==> config.mk <==
export PLATFORM = sky130hd
export DESIGN_NAME = spf_pin_mux
export DESIGN_NICKNAME = d
export VERILOG_FILES = /design/src/spf_pkg.sv /design/src/spf_pin_sync.sv /design/src/spf_pin_mux.sv
export VERILOG_INCLUDE_DIRS = /design/src
export SDC_FILE = /design/constraint.sdc
export NUM_CORES = 1
export LEC_CHECK = 0
export BUFFER_PORTS_ARGS = -buffer_cell sky130_fd_sc_hd__buf_2
export CORE_ASPECT_RATIO = 1.1
export CORE_MARGIN = 3
export CORE_UTILIZATION = 42
export DETAILED_ROUTE_END_ITERATION = 12
export SETUP_SLACK_MARGIN = 0.4
export SLEW_MARGIN = 20
export SYNTH_ARGS = -nofsm -noshare
export SYNTH_HDL_FRONTEND = slang
export SYNTH_SLANG_ARGS = --single-unit
==> constraint.sdc <==
create_clock -name clk -period 1.6 [get_ports clk]
set_input_delay 0.08 -clock clk [delete_from_list [all_inputs] [get_ports clk]]
set_output_delay 0.08 -clock clk [all_outputs]
set_load 0.005 [all_outputs]
==> src/spf_params.svh <==
// constants for the shared pin function select block
`ifndef SPF_PARAMS_SVH
`define SPF_PARAMS_SVH

// ****************************************
// pin numbering and widths
// ****************************************
`define SPF_NUM_PINS 26
`define SPF_ADDR_W 8
`define SPF_DATA_W 32
`define SPF_PA_BASE 0
`define SPF_PB_BASE 8
`define SPF_PD_BASE 16
`define SPF_PE_BASE 18

// ****************************************
// register offsets (byte addresses)
// ****************************************
`define SPF_ADDR_FSEL_E 8'h00
`define SPF_ADDR_FSEL_A 8'h04
`define SPF_ADDR_FSEL_B 8'h08
`define SPF_ADDR_FSEL_D 8'h0C
`define SPF_ADDR_GPIO_OUT 8'h10
`define SPF_ADDR_GPIO_DIR 8'h14
`define SPF_ADDR_PIN_LEVEL 8'h18

// ****************************************
// reset values of selectors, gpio registers and read data
// ****************************************
`define SPF_FSEL_RST 16'h0000
`define SPF_FSEL_D_RST 4'h0
`define SPF_GPIO_RST 26'h000_0000
`define SPF_RDATA_RST 32'h0000_0000

`endif

==> src/spf_pkg.sv <==
// types for the shared pin function select block
`include "spf_params.svh"

package spf_pkg;

  // two-bit function code of one pin
  typedef enum logic [1:0] {
    SPF_FUNC_GPIO = 2'b00,
    SPF_FUNC_ALT1 = 2'b01,
    SPF_FUNC_ALT2 = 2'b10,
    SPF_FUNC_RSVD = 2'b11
  } spf_func_t;

  // complete state of the mux top
  typedef struct packed {
    logic [15:0] fsel_e;
    logic [15:0] fsel_a;
    logic [15:0] fsel_b;
    logic [3:0] fsel_d;
    logic [`SPF_NUM_PINS-1:0] gpio_out;
    logic [`SPF_NUM_PINS-1:0] gpio_dir;
    logic [`SPF_DATA_W-1:0] rdata;
    logic [`SPF_NUM_PINS-1:0] pin_out;
    logic [`SPF_NUM_PINS-1:0] pin_oe;
    logic uart_main_rx;
    logic uart_light_rx;
    logic spi_miso;
    logic i2c_scl_in;
    logic i2c_sda_in;
    logic cts_n;
    logic card_wait_n;
    logic card_irq;
    logic card_stschg_n;
    logic [8:0] ext_int;
    logic [2:0] audio0_in;
    logic [2:0] audio1_in;
  } spf_state_t;

endpackage : spf_pkg

==> src/spf_pin_sync.sv <==
// three-stage pin input synchroniser with agreement filter
`timescale 1ns/100ps
`include "spf_params.svh"

module spf_pin_sync #(
  parameter int WIDTH = `SPF_NUM_PINS
) (
  input wire logic clk,
  input wire logic rst_n,
  input wire logic [WIDTH-1:0] pin_async,
  output logic [WIDTH-1:0] pin_level
);

  typedef struct packed {
    logic [WIDTH-1:0] s1;
    logic [WIDTH-1:0] s2;
    logic [WIDTH-1:0] s3;
    logic [WIDTH-1:0] level;
  } spf_sync_state_t;

  spf_sync_state_t state_reg;
  spf_sync_state_t state_next;

  // *****************************
  // next state per bit
  // *****************************
  // s1 feeds only s2; a level change counts once s2 and s3 agree
  always_comb
  begin
    state_next = state_reg;
    state_next.s1 = pin_async;
    state_next.s2 = state_reg.s1;
    state_next.s3 = state_reg.s2;
    for (int i = 0; i < WIDTH; i++)
    begin
      if (state_reg.s2[i] == state_reg.s3[i])
      begin
        state_next.level[i] = state_reg.s3[i];
      end
    end
  end

  // state register
  always_ff @(posedge clk or negedge rst_n)
  begin
    if (!rst_n)
    begin
      state_reg <= '0;
    end
    else
    begin
      state_reg <= state_next;
    end
  end

  assign pin_level = state_reg.level;

endmodule : spf_pin_sync

==> src/spf_pin_mux.sv <==
// pin function multiplexer for ports a, b, d (pins 0-1) and e
// Notes on behaviour
// RULE1: e0 field 1:0, card read strobe, audio0 data
// RULE2: e1 field 3:2, card write strobe, audio0 clock
// RULE3: e2 field 5:4, card wait, memctl wait
// RULE4: e3 field 7:6, card reset, audio0 word select
// RULE5: card reset pin high while card reset
// RULE6: e4 field 9:8, card interrupt request in
// RULE7: e5 field 11:10, status change, audio1 data
// RULE8: e6 field 13:12, buffer enable, audio1 clock
// RULE9: e7 field 15:14, data direction, audio1 word select
// RULE10: direction pin low during card data reads
// RULE11: all pins gpio inputs after reset
// RULE12: a0/a1 main uart transmit and receive
// RULE13: a2-a5 spi; a2/a3 light uart alternate
// RULE14: a6/a7 bidirectional i2c clock and data
// RULE15: b1/b2 rts, cts; alternate audio0 clock, data
// RULE16: b3-b5 timer outputs; b3 audio1 data
// RULE17: b6,b7,d0,d1 address 22,23,20,21; audio1 alternates
// RULE18: b0 alternate is audio0 word select
// RULE19: code 00 gpio, 01 one, 10 two, 11 gpio
// RULE20: b0-b7 and d0 always feed interrupts 0-8
`timescale 1ns/100ps
`include "spf_params.svh"

module spf_pin_mux (
  input wire logic clk,
  input wire logic rst_n,
  // register port
  input wire logic [`SPF_ADDR_W-1:0] reg_addr,
  input wire logic [`SPF_DATA_W-1:0] reg_wdata,
  input wire logic reg_write,
  input wire logic reg_read,
  output logic [`SPF_DATA_W-1:0] reg_rdata,
  // pads: a0..a7, b0..b7, d0, d1, e0..e7
  input wire logic [`SPF_NUM_PINS-1:0] pin_in,
  output logic [`SPF_NUM_PINS-1:0] pin_out,
  output logic [`SPF_NUM_PINS-1:0] pin_oe,
  // card controller side
  input wire logic card_io_read_strobe_n,
  input wire logic card_io_write_strobe_n,
  input wire logic card_in_reset,
  input wire logic card_buffer_enable_n,
  input wire logic card_data_read,
  output logic card_wait_request_n,
  output logic memctl_wait_in_n,
  output logic card_irq_in,
  output logic card_status_change_n,
  // uart, spi, i2c, timers, address
  input wire logic uart_main_tx,
  output logic uart_main_rx,
  input wire logic uart_main_request_to_send_n,
  output logic uart_main_clear_to_send_n,
  input wire logic uart_light_tx,
  output logic uart_light_rx,
  input wire logic spi_select_n,
  input wire logic spi_clock,
  input wire logic spi_mosi,
  output logic spi_miso,
  input wire logic i2c_scl_drive_low,
  input wire logic i2c_sda_drive_low,
  output logic i2c_scl_in,
  output logic i2c_sda_in,
  input wire logic [2:0] timer_out,
  input wire logic ext_address_bit_20,
  input wire logic ext_address_bit_21,
  input wire logic ext_address_bit_22,
  input wire logic ext_address_bit_23,
  // audio: bit 0 data, bit 1 bit clock, bit 2 word select
  input wire logic [2:0] audio0_out,
  input wire logic [2:0] audio0_oe,
  output logic [2:0] audio0_in,
  input wire logic [2:0] audio1_out,
  input wire logic [2:0] audio1_oe,
  output logic [2:0] audio1_in,
  // external interrupt lines 0..8
  output logic [8:0] ext_interrupt_line
);

  localparam int PA = `SPF_PA_BASE;
  localparam int PB = `SPF_PB_BASE;
  localparam int PD = `SPF_PD_BASE;
  localparam int PE = `SPF_PE_BASE;

  spf_pkg::spf_state_t state_reg;
  spf_pkg::spf_state_t state_next;

  logic [`SPF_NUM_PINS-1:0] pin_level;
  logic [2*`SPF_NUM_PINS-1:0] fsel_all;
  logic [`SPF_NUM_PINS-1:0] alt1_out;
  logic [`SPF_NUM_PINS-1:0] alt1_oe;
  logic [`SPF_NUM_PINS-1:0] alt2_out;
  logic [`SPF_NUM_PINS-1:0] alt2_oe;
  logic [`SPF_NUM_PINS-1:0] mux_out;
  logic [`SPF_NUM_PINS-1:0] mux_oe;
  logic [`SPF_NUM_PINS-1:0] is_alt1;
  logic [`SPF_NUM_PINS-1:0] is_alt2;

  // ****************************************
  // pad input synchronisation
  // ****************************************
  spf_pin_sync #(
    .WIDTH(`SPF_NUM_PINS)
  ) u_sync (
    .clk(clk),
    .rst_n(rst_n),
    .pin_async(pin_in),
    .pin_level(pin_level)
  );

  // one two-bit field per pin, in pin order
  assign fsel_all = {state_reg.fsel_e, state_reg.fsel_d, state_reg.fsel_b, state_reg.fsel_a};

  // ****************************************
  // alternate function tables
  // ****************************************
  // unused slots stay undriven inputs
  always_comb
  begin
    alt1_out = '0;
    alt1_oe = '0;
    alt2_out = '0;
    alt2_oe = '0;
    // RULE12: main uart transmit
    alt1_out[PA + 0] = uart_main_tx;
    alt1_oe[PA + 0] = 1'b1;
    // RULE13: spi master outputs, light uart transmit
    alt1_out[PA + 2] = spi_select_n;
    alt1_oe[PA + 2] = 1'b1;
    alt1_out[PA + 3] = spi_clock;
    alt1_oe[PA + 3] = 1'b1;
    alt1_out[PA + 5] = spi_mosi;
    alt1_oe[PA + 5] = 1'b1;
    alt2_out[PA + 2] = uart_light_tx;
    alt2_oe[PA + 2] = 1'b1;
    // RULE14: i2c open drain, only ever pulls low
    alt1_oe[PA + 6] = i2c_scl_drive_low;
    alt1_oe[PA + 7] = i2c_sda_drive_low;
    // RULE18: audio0 word select on b0
    alt2_out[PB + 0] = audio0_out[2];
    alt2_oe[PB + 0] = audio0_oe[2];
    // RULE15: rts out, audio0 clock and data
    alt1_out[PB + 1] = uart_main_request_to_send_n;
    alt1_oe[PB + 1] = 1'b1;
    alt2_out[PB + 1] = audio0_out[1];
    alt2_oe[PB + 1] = audio0_oe[1];
    alt2_out[PB + 2] = audio0_out[0];
    alt2_oe[PB + 2] = audio0_oe[0];
    // RULE16: timer outputs, audio1 data on b3
    for (int t = 0; t < 3; t++)
    begin
      alt1_out[PB + 3 + t] = timer_out[t];
      alt1_oe[PB + 3 + t] = 1'b1;
    end
    alt2_out[PB + 3] = audio1_out[0];
    alt2_oe[PB + 3] = audio1_oe[0];
    // RULE17: upper address bits, audio1 clock and word select
    alt1_out[PB + 6] = ext_address_bit_22;
    alt1_out[PB + 7] = ext_address_bit_23;
    alt1_out[PD + 0] = ext_address_bit_20;
    alt1_out[PD + 1] = ext_address_bit_21;
    alt1_oe[PB + 6] = 1'b1;
    alt1_oe[PB + 7] = 1'b1;
    alt1_oe[PD + 0] = 1'b1;
    alt1_oe[PD + 1] = 1'b1;
    alt2_out[PB + 6] = audio1_out[1];
    alt2_oe[PB + 6] = audio1_oe[1];
    alt2_out[PB + 7] = audio1_out[2];
    alt2_oe[PB + 7] = audio1_oe[2];
    // RULE1: card read strobe, audio0 data
    alt1_out[PE + 0] = card_io_read_strobe_n;
    alt1_oe[PE + 0] = 1'b1;
    alt2_out[PE + 0] = audio0_out[0];
    alt2_oe[PE + 0] = audio0_oe[0];
    // RULE2: card write strobe, audio0 clock
    alt1_out[PE + 1] = card_io_write_strobe_n;
    alt1_oe[PE + 1] = 1'b1;
    alt2_out[PE + 1] = audio0_out[1];
    alt2_oe[PE + 1] = audio0_oe[1];
    // RULE4: card reset, audio0 word select
    // RULE5: high while the card is held in reset
    alt1_out[PE + 3] = card_in_reset;
    alt1_oe[PE + 3] = 1'b1;
    alt2_out[PE + 3] = audio0_out[2];
    alt2_oe[PE + 3] = audio0_oe[2];
    // RULE7: audio1 data alternate on e5
    alt2_out[PE + 5] = audio1_out[0];
    alt2_oe[PE + 5] = audio1_oe[0];
    // RULE8: buffer enable, audio1 clock
    alt1_out[PE + 6] = card_buffer_enable_n;
    alt1_oe[PE + 6] = 1'b1;
    alt2_out[PE + 6] = audio1_out[1];
    alt2_oe[PE + 6] = audio1_oe[1];
    // RULE9: direction indicator, audio1 word select
    // RULE10: low during card data reads
    alt1_out[PE + 7] = ~card_data_read;
    alt1_oe[PE + 7] = 1'b1;
    alt2_out[PE + 7] = audio1_out[2];
    alt2_oe[PE + 7] = audio1_oe[2];
  end

  // ****************************************
  // per pin function select
  // ****************************************
  genvar p;
  generate
    for (p = 0; p < `SPF_NUM_PINS; p++)
    begin : g_pin
      // RULE19: reserved code 11 falls back to gpio
      assign is_alt1[p] = (fsel_all[2*p+1:2*p] == spf_pkg::SPF_FUNC_ALT1);
      assign is_alt2[p] = (fsel_all[2*p+1:2*p] == spf_pkg::SPF_FUNC_ALT2);
      assign mux_out[p] = is_alt1[p] ? alt1_out[p] :
                          (is_alt2[p] ? alt2_out[p] : state_reg.gpio_out[p]);
      assign mux_oe[p] = is_alt1[p] ? alt1_oe[p] :
                         (is_alt2[p] ? alt2_oe[p] : state_reg.gpio_dir[p]);
    end
  endgenerate

  // ****************************************
  // next state: registers, pads, inputs
  // ****************************************
  always_comb
  begin
    state_next = state_reg;
    state_next.pin_out = mux_out;
    state_next.pin_oe = mux_oe;
    // peripheral inputs idle at inactive levels when not routed
    state_next.uart_main_rx = is_alt1[PA + 1] ? pin_level[PA + 1] : 1'b1;
    state_next.uart_light_rx = is_alt2[PA + 3] ? pin_level[PA + 3] : 1'b1;
    state_next.spi_miso = is_alt1[PA + 4] ? pin_level[PA + 4] : 1'b0;
    state_next.i2c_scl_in = is_alt1[PA + 6] ? pin_level[PA + 6] : 1'b1;
    state_next.i2c_sda_in = is_alt1[PA + 7] ? pin_level[PA + 7] : 1'b1;
    state_next.cts_n = is_alt1[PB + 2] ? pin_level[PB + 2] : 1'b1;
    // RULE3: one pin serves card wait and memctl wait
    state_next.card_wait_n = is_alt1[PE + 2] ? pin_level[PE + 2] : 1'b1;
    // RULE6: card interrupt request routed in
    state_next.card_irq = is_alt1[PE + 4] ? pin_level[PE + 4] : 1'b0;
    // RULE7: card status change routed in
    state_next.card_stschg_n = is_alt1[PE + 5] ? pin_level[PE + 5] : 1'b1;
    // RULE20: interrupt lines follow pads regardless of function
    state_next.ext_int = {pin_level[PD + 0], pin_level[PB +: 8]};
    // port e choice wins over port b when both route audio
    state_next.audio0_in[0] = is_alt2[PE + 0] ? pin_level[PE + 0] :
                              (is_alt2[PB + 2] ? pin_level[PB + 2] : 1'b0);
    state_next.audio0_in[1] = is_alt2[PE + 1] ? pin_level[PE + 1] :
                              (is_alt2[PB + 1] ? pin_level[PB + 1] : 1'b0);
    state_next.audio0_in[2] = is_alt2[PE + 3] ? pin_level[PE + 3] :
                              (is_alt2[PB + 0] ? pin_level[PB + 0] : 1'b0);
    state_next.audio1_in[0] = is_alt2[PE + 5] ? pin_level[PE + 5] :
                              (is_alt2[PB + 3] ? pin_level[PB + 3] : 1'b0);
    state_next.audio1_in[1] = is_alt2[PE + 6] ? pin_level[PE + 6] :
                              (is_alt2[PB + 6] ? pin_level[PB + 6] : 1'b0);
    state_next.audio1_in[2] = is_alt2[PE + 7] ? pin_level[PE + 7] :
                              (is_alt2[PB + 7] ? pin_level[PB + 7] : 1'b0);
    // register writes
    if (reg_write)
    begin
      unique case (reg_addr)
        `SPF_ADDR_FSEL_E: state_next.fsel_e = reg_wdata[15:0];
        `SPF_ADDR_FSEL_A: state_next.fsel_a = reg_wdata[15:0];
        `SPF_ADDR_FSEL_B: state_next.fsel_b = reg_wdata[15:0];
        `SPF_ADDR_FSEL_D: state_next.fsel_d = reg_wdata[3:0];
        `SPF_ADDR_GPIO_OUT: state_next.gpio_out = reg_wdata[`SPF_NUM_PINS-1:0];
        `SPF_ADDR_GPIO_DIR: state_next.gpio_dir = reg_wdata[`SPF_NUM_PINS-1:0];
        default: ;
      endcase
    end
    // read data stand one cycle only, zero otherwise and when unmapped
    state_next.rdata = `SPF_RDATA_RST;
    if (reg_read)
    begin
      unique case (reg_addr)
        `SPF_ADDR_FSEL_E: state_next.rdata = {16'h0000, state_reg.fsel_e};
        `SPF_ADDR_FSEL_A: state_next.rdata = {16'h0000, state_reg.fsel_a};
        `SPF_ADDR_FSEL_B: state_next.rdata = {16'h0000, state_reg.fsel_b};
        `SPF_ADDR_FSEL_D: state_next.rdata = {28'h000_0000, state_reg.fsel_d};
        `SPF_ADDR_GPIO_OUT: state_next.rdata = {6'h00, state_reg.gpio_out};
        `SPF_ADDR_GPIO_DIR: state_next.rdata = {6'h00, state_reg.gpio_dir};
        `SPF_ADDR_PIN_LEVEL: state_next.rdata = {6'h00, pin_level};
        default: state_next.rdata = `SPF_RDATA_RST;
      endcase
    end
  end

  // ****************************************
  // state register
  // ****************************************
  // RULE11: reset leaves every pin a gpio input
  always_ff @(posedge clk or negedge rst_n)
  begin
    if (!rst_n)
    begin
      state_reg <= '0;
      state_reg.fsel_e <= `SPF_FSEL_RST;
      state_reg.fsel_a <= `SPF_FSEL_RST;
      state_reg.fsel_b <= `SPF_FSEL_RST;
      state_reg.fsel_d <= `SPF_FSEL_D_RST;
      state_reg.gpio_out <= `SPF_GPIO_RST;
      state_reg.gpio_dir <= `SPF_GPIO_RST;
      state_reg.uart_main_rx <= 1'b1;
      state_reg.uart_light_rx <= 1'b1;
      state_reg.i2c_scl_in <= 1'b1;
      state_reg.i2c_sda_in <= 1'b1;
      state_reg.cts_n <= 1'b1;
      state_reg.card_wait_n <= 1'b1;
      state_reg.card_stschg_n <= 1'b1;
    end
    else
    begin
      state_reg <= state_next;
    end
  end

  // ****************************************
  // outputs from the state register
  // ****************************************
  assign reg_rdata = state_reg.rdata;
  assign pin_out = state_reg.pin_out;
  assign pin_oe = state_reg.pin_oe;
  assign card_wait_request_n = state_reg.card_wait_n;
  assign memctl_wait_in_n = state_reg.card_wait_n;
  assign card_irq_in = state_reg.card_irq;
  assign card_status_change_n = state_reg.card_stschg_n;
  assign uart_main_rx = state_reg.uart_main_rx;
  assign uart_main_clear_to_send_n = state_reg.cts_n;
  assign uart_light_rx = state_reg.uart_light_rx;
  assign spi_miso = state_reg.spi_miso;
  assign i2c_scl_in = state_reg.i2c_scl_in;
  assign i2c_sda_in = state_reg.i2c_sda_in;
  assign audio0_in = state_reg.audio0_in;
  assign audio1_in = state_reg.audio1_in;
  assign ext_interrupt_line = state_reg.ext_int;

endmodule : spf_pin_mux

==> results.md <==
Global route:
- The global-route congestion overflow total is 0.
- The total track usage is 0.194.
- The number of antenna violations at the first check in global routing came to 0.
- The first global-routing pass estimated 47800 um of wire.
- The maximum number of pins on one net before global-route repair is 57.
- The number of global-route vias before repair was slightly above 8k.

Pwr:
- The worst-case IR drop observed on VDD is approximately 0.00074 V.
- The areal power density over the cells is 1130 nW/um2.
- In this run the static leakage power is slightly below 8 nW.

Floorplanning:
- The area enclosed by the die boundary is between 30000 and 40000 um2.
- The initial utilization of the core area, before any placement, comes to 0.430.
- The width of the die is ~170 um.
- The vertical extent of the die is ~190 um.
- The floorplan has 65 rows.
- The area inside the core boundary is 29000 um2.
- approximately 210 I/O pins were placed.

Detailed routing:
- The routed via count divided by cell count is 5.01.
- The total iterations of the first detailed-routing run is 6.
- For this block, the routed nets add up to 31200 um of wire.
- In the routed design, unresolved DRC markers number 0.
- The number of design-rule violations left by the first detailed-router iteration is 457.
- The detail route stage leaves a number of antenna-violating nets equal to 0.
- After detailed routing, the average wire length per cell comes to 20.0 um.
- The total via count after detailed routing is around 7.8k.

Setup path:
- The maximum net fanout on the critical path is 7.
- STA puts the critical path data arrival time at ~1700 ps.
- The required time at the worst-slack endpoint is 1980 ps.
- The endpoint class of the critical path is a flop.
- The critical setup path kind is primary input to flop.
- The type of element launching the critical path is a primary input.

STA:
- The total count of max-transition violations in the final report came to 0.
- The number of failing hold endpoints at the final stage is 0.
- The worst clock skew is approximately 15 ps.
- Setup repair after global routing could not meet its margin everywhere.
- Static timing analysis puts the maximum clock frequency at about 770 MHz.
- The final critical delay including setup and external delays is ~1300 ps.
- The part of the cycle the worst path needs is 0.808.
- Setup slack on the critical path of the routed design comes to ~300 ps.
- Setup violations remaining at the end of the flow were counted as 0.

Layout:
- The top cell types in the final layout, fill and taps aside, are sky130_fd_sc_hd__dfrtp_1, sky130_fd_sc_hd__buf_2, sky130_fd_sc_hd__dlygate4sd3_1.
- Of the cells placed in the final design, the portion with a size suffix greater than 1 is 0.396.
- The finished cells cover ~16000 um2.
- The number of antenna diodes in the final layout is 0.
- The non-filler instance count after layout is approximately 1.6k.
- The utilization after layout is 0.551.
- The library cell used most frequently in the layout, excluding fill and tap cells, is sky130_fd_sc_hd__dfrtp_1.
- In the final design database the tool counted around 1.3k nets.
- The synthesis-to-layout area growth is 28.4%.

Logic synthesis:
- The number of warning messages in the yosys log is 0.
- Of the post-synthesis cell area, the dominant cell type holds 0.610.
- The count of different cell masters after synthesis is 51.
- Of all flip-flops after synthesis, the portion carrying an async set or reset was 1.00.
- The flip-flop cell with the highest count after synthesis is sky130_fd_sc_hd__dfrtp_1.
- The count of state elements after synthesis is 310.
- The largest total area in the synthesized netlist belongs to sky130_fd_sc_hd__dfrtp_1.
- In this run, synthesis inferred 0 flip-flops with an integrated enable.
- Each instance of the synthesized netlist takes up on average ~14 um2.
- Of the synthesized area, sequential elements account for 0.624.
- The post-synthesis instance area is approximately 12000 um2.
- In the post-synthesis netlist, the biggest area contributors are sky130_fd_sc_hd__dfrtp_1, sky130_fd_sc_hd__buf_4, sky130_fd_sc_hd__mux2_2, sky130_fd_sc_hd__mux2i_1, sky130_fd_sc_hd__mux2_1.
- The cell count after synthesis came out at approximately 900.

Worst hold path:
- The classification of the worst-slack hold path is primary input to flop.

CTS:
- The number of clock buffers added by TritonCTS is 34.
- Counting along the longest clock path gives a buffer depth of 3.
- After clock tree synthesis, the clock-pin slew on the worst setup and hold paths is approximately 60 ps.
- The tree is rooted in a sky130_fd_sc_hd__clkbuf_16.
- The clock tree synthesis step divided the H-tree into 2 levels.
- The clock net sink count is 310.
- The TritonCTS clock tree is yes.
- The clock reaches the later pin of the worst-skew pair after approximately 500 ps.

Placed design:
- Input and output buffers added on the ports amount to around 200.
- At the placement stage, the worst setup path has a slack of -152 ps.
- The post-placement cell count is 1394.
- Routability-driven placement finished with a final weighted congestion of about 0.80.
- The post-place instance area is about 14000 um2.
- The HPWL reported at the end of detailed placement is about 21000 um.

Run:
- Across the run, the number of max-cap violations was 0.

Run status:
- The flow ran to the end, and the final reports show no timing, DRC or antenna violations.
## where the power goes
group / internal (mW) / switching, mW / leakage, nW
clock network: 4.84 / 3.03 / 0.568
logic: 0.831 / 0.721 / 3.21
registers: 8.29 / 0.312 / 4.00
## through the flow
stage	TNS, ps	total power, mW	hold WS [ps]
2_1_floorplan	-504	9.46	-216
3_3_place_gp	-4870	10.0	20.0
3_5_place_dp	-6190	10.1	30.2
4_1_cts	0	18.2	23.3
5_1_grt	0	18.8	38.8
6_report	0	18.0	71.8
## worst max-delay path, stage by stage
cell and delay [ps]:
sky130_fd_sc_hd__buf_6 90, sky130_fd_sc_hd__or4_4 560, sky130_fd_sc_hd__nor2_4 130, sky130_fd_sc_hd__and3_4 300, sky130_fd_sc_hd__clkbuf_16 210, sky130_fd_sc_hd__mux2_4 300
## worst paths after layout
kind                                          to                  start  cells past startpoint  slack [ps]
max in group asynchronous             i2c_sda_in                  rst_n                      3         800
min in group asynchronous            pin_out[20]                  rst_n                      2          90
setup / recovery                  state_reg[141]            reg_addr[3]                      6         310
setup reg to reg                    reg_rdata[5]         state_reg[113]                      3         340
hold reg to reg            u_sync.state_next[39]  u_sync.state_next[65]                      0         340
hold / removal                        pin_out[5]               spi_mosi                      3          70
## cell families (layout without fill, tap and decap cells)
logic type,after synthesis,count (layout),synth area share
other,1,6,0.000301
XOR/XNOR,10,10,0.00704
multiplexers,153,153,0.144
AO/OA/AOI/OAI,105,105,0.0555
adder cells (fa/ha/maj),26,26,0.0209
flip-flops,310,310,0.624
buffers and inverters,140,418,0.0786
AND/OR/NAND/NOR,165,165,0.0696
## cells in the mapped netlist (19+ instances only)
| cell | n |
|---|---|
| sky130_fd_sc_hd__dfrtp_1 | 303 |
| sky130_fd_sc_hd__mux2i_1 | 36 |
| sky130_fd_sc_hd__a21oi_1 | 28 |
| sky130_fd_sc_hd__o21ai_0 | 20 |
| sky130_fd_sc_hd__mux2_1 | 27 |
| sky130_fd_sc_hd__nor2_1 | 65 |
| sky130_fd_sc_hd__nand2_1 | 20 |
| sky130_fd_sc_hd__nand2b_1 | 19 |
| sky130_fd_sc_hd__maj3_1 | 26 |
| sky130_fd_sc_hd__mux2_4 | 20 |
| sky130_fd_sc_hd__buf_4 | 102 |
| sky130_fd_sc_hd__mux2_2 | 67 |
## cell type report
type | instances | area, um2
Sequential cell | 310 | 7770
Clock buffer | 45 | 953
Inverter | 14 | 52.6
Fill cell | 2455 | 13000
Tap cell | 368 | 460
Clock inverter | 15 | 183
Timing Repair Buffer | 344 | 2540
Multi-Input combinational cell | 465 | 4000
## per-layer routing
layer,vias to the layer above,GRT usage,wire length (um)
li1,3564,-,-
met1,3969,0.270,13800
met2,238,0.324,15300
met3,46,0.0311,1510
met4,0,0.0440,571
met5,-,0,0
## repair_timing
item	4_1_cts	5_1_grt
cloned	0	2
endpoints found under the hold margin	474	0
resized for setup	11	31
setup endpoints to repair	28	57
pin swaps	4	5
hold buffers	85	0
buffers inserted	17	3
(Power assumes the default switching activity.)
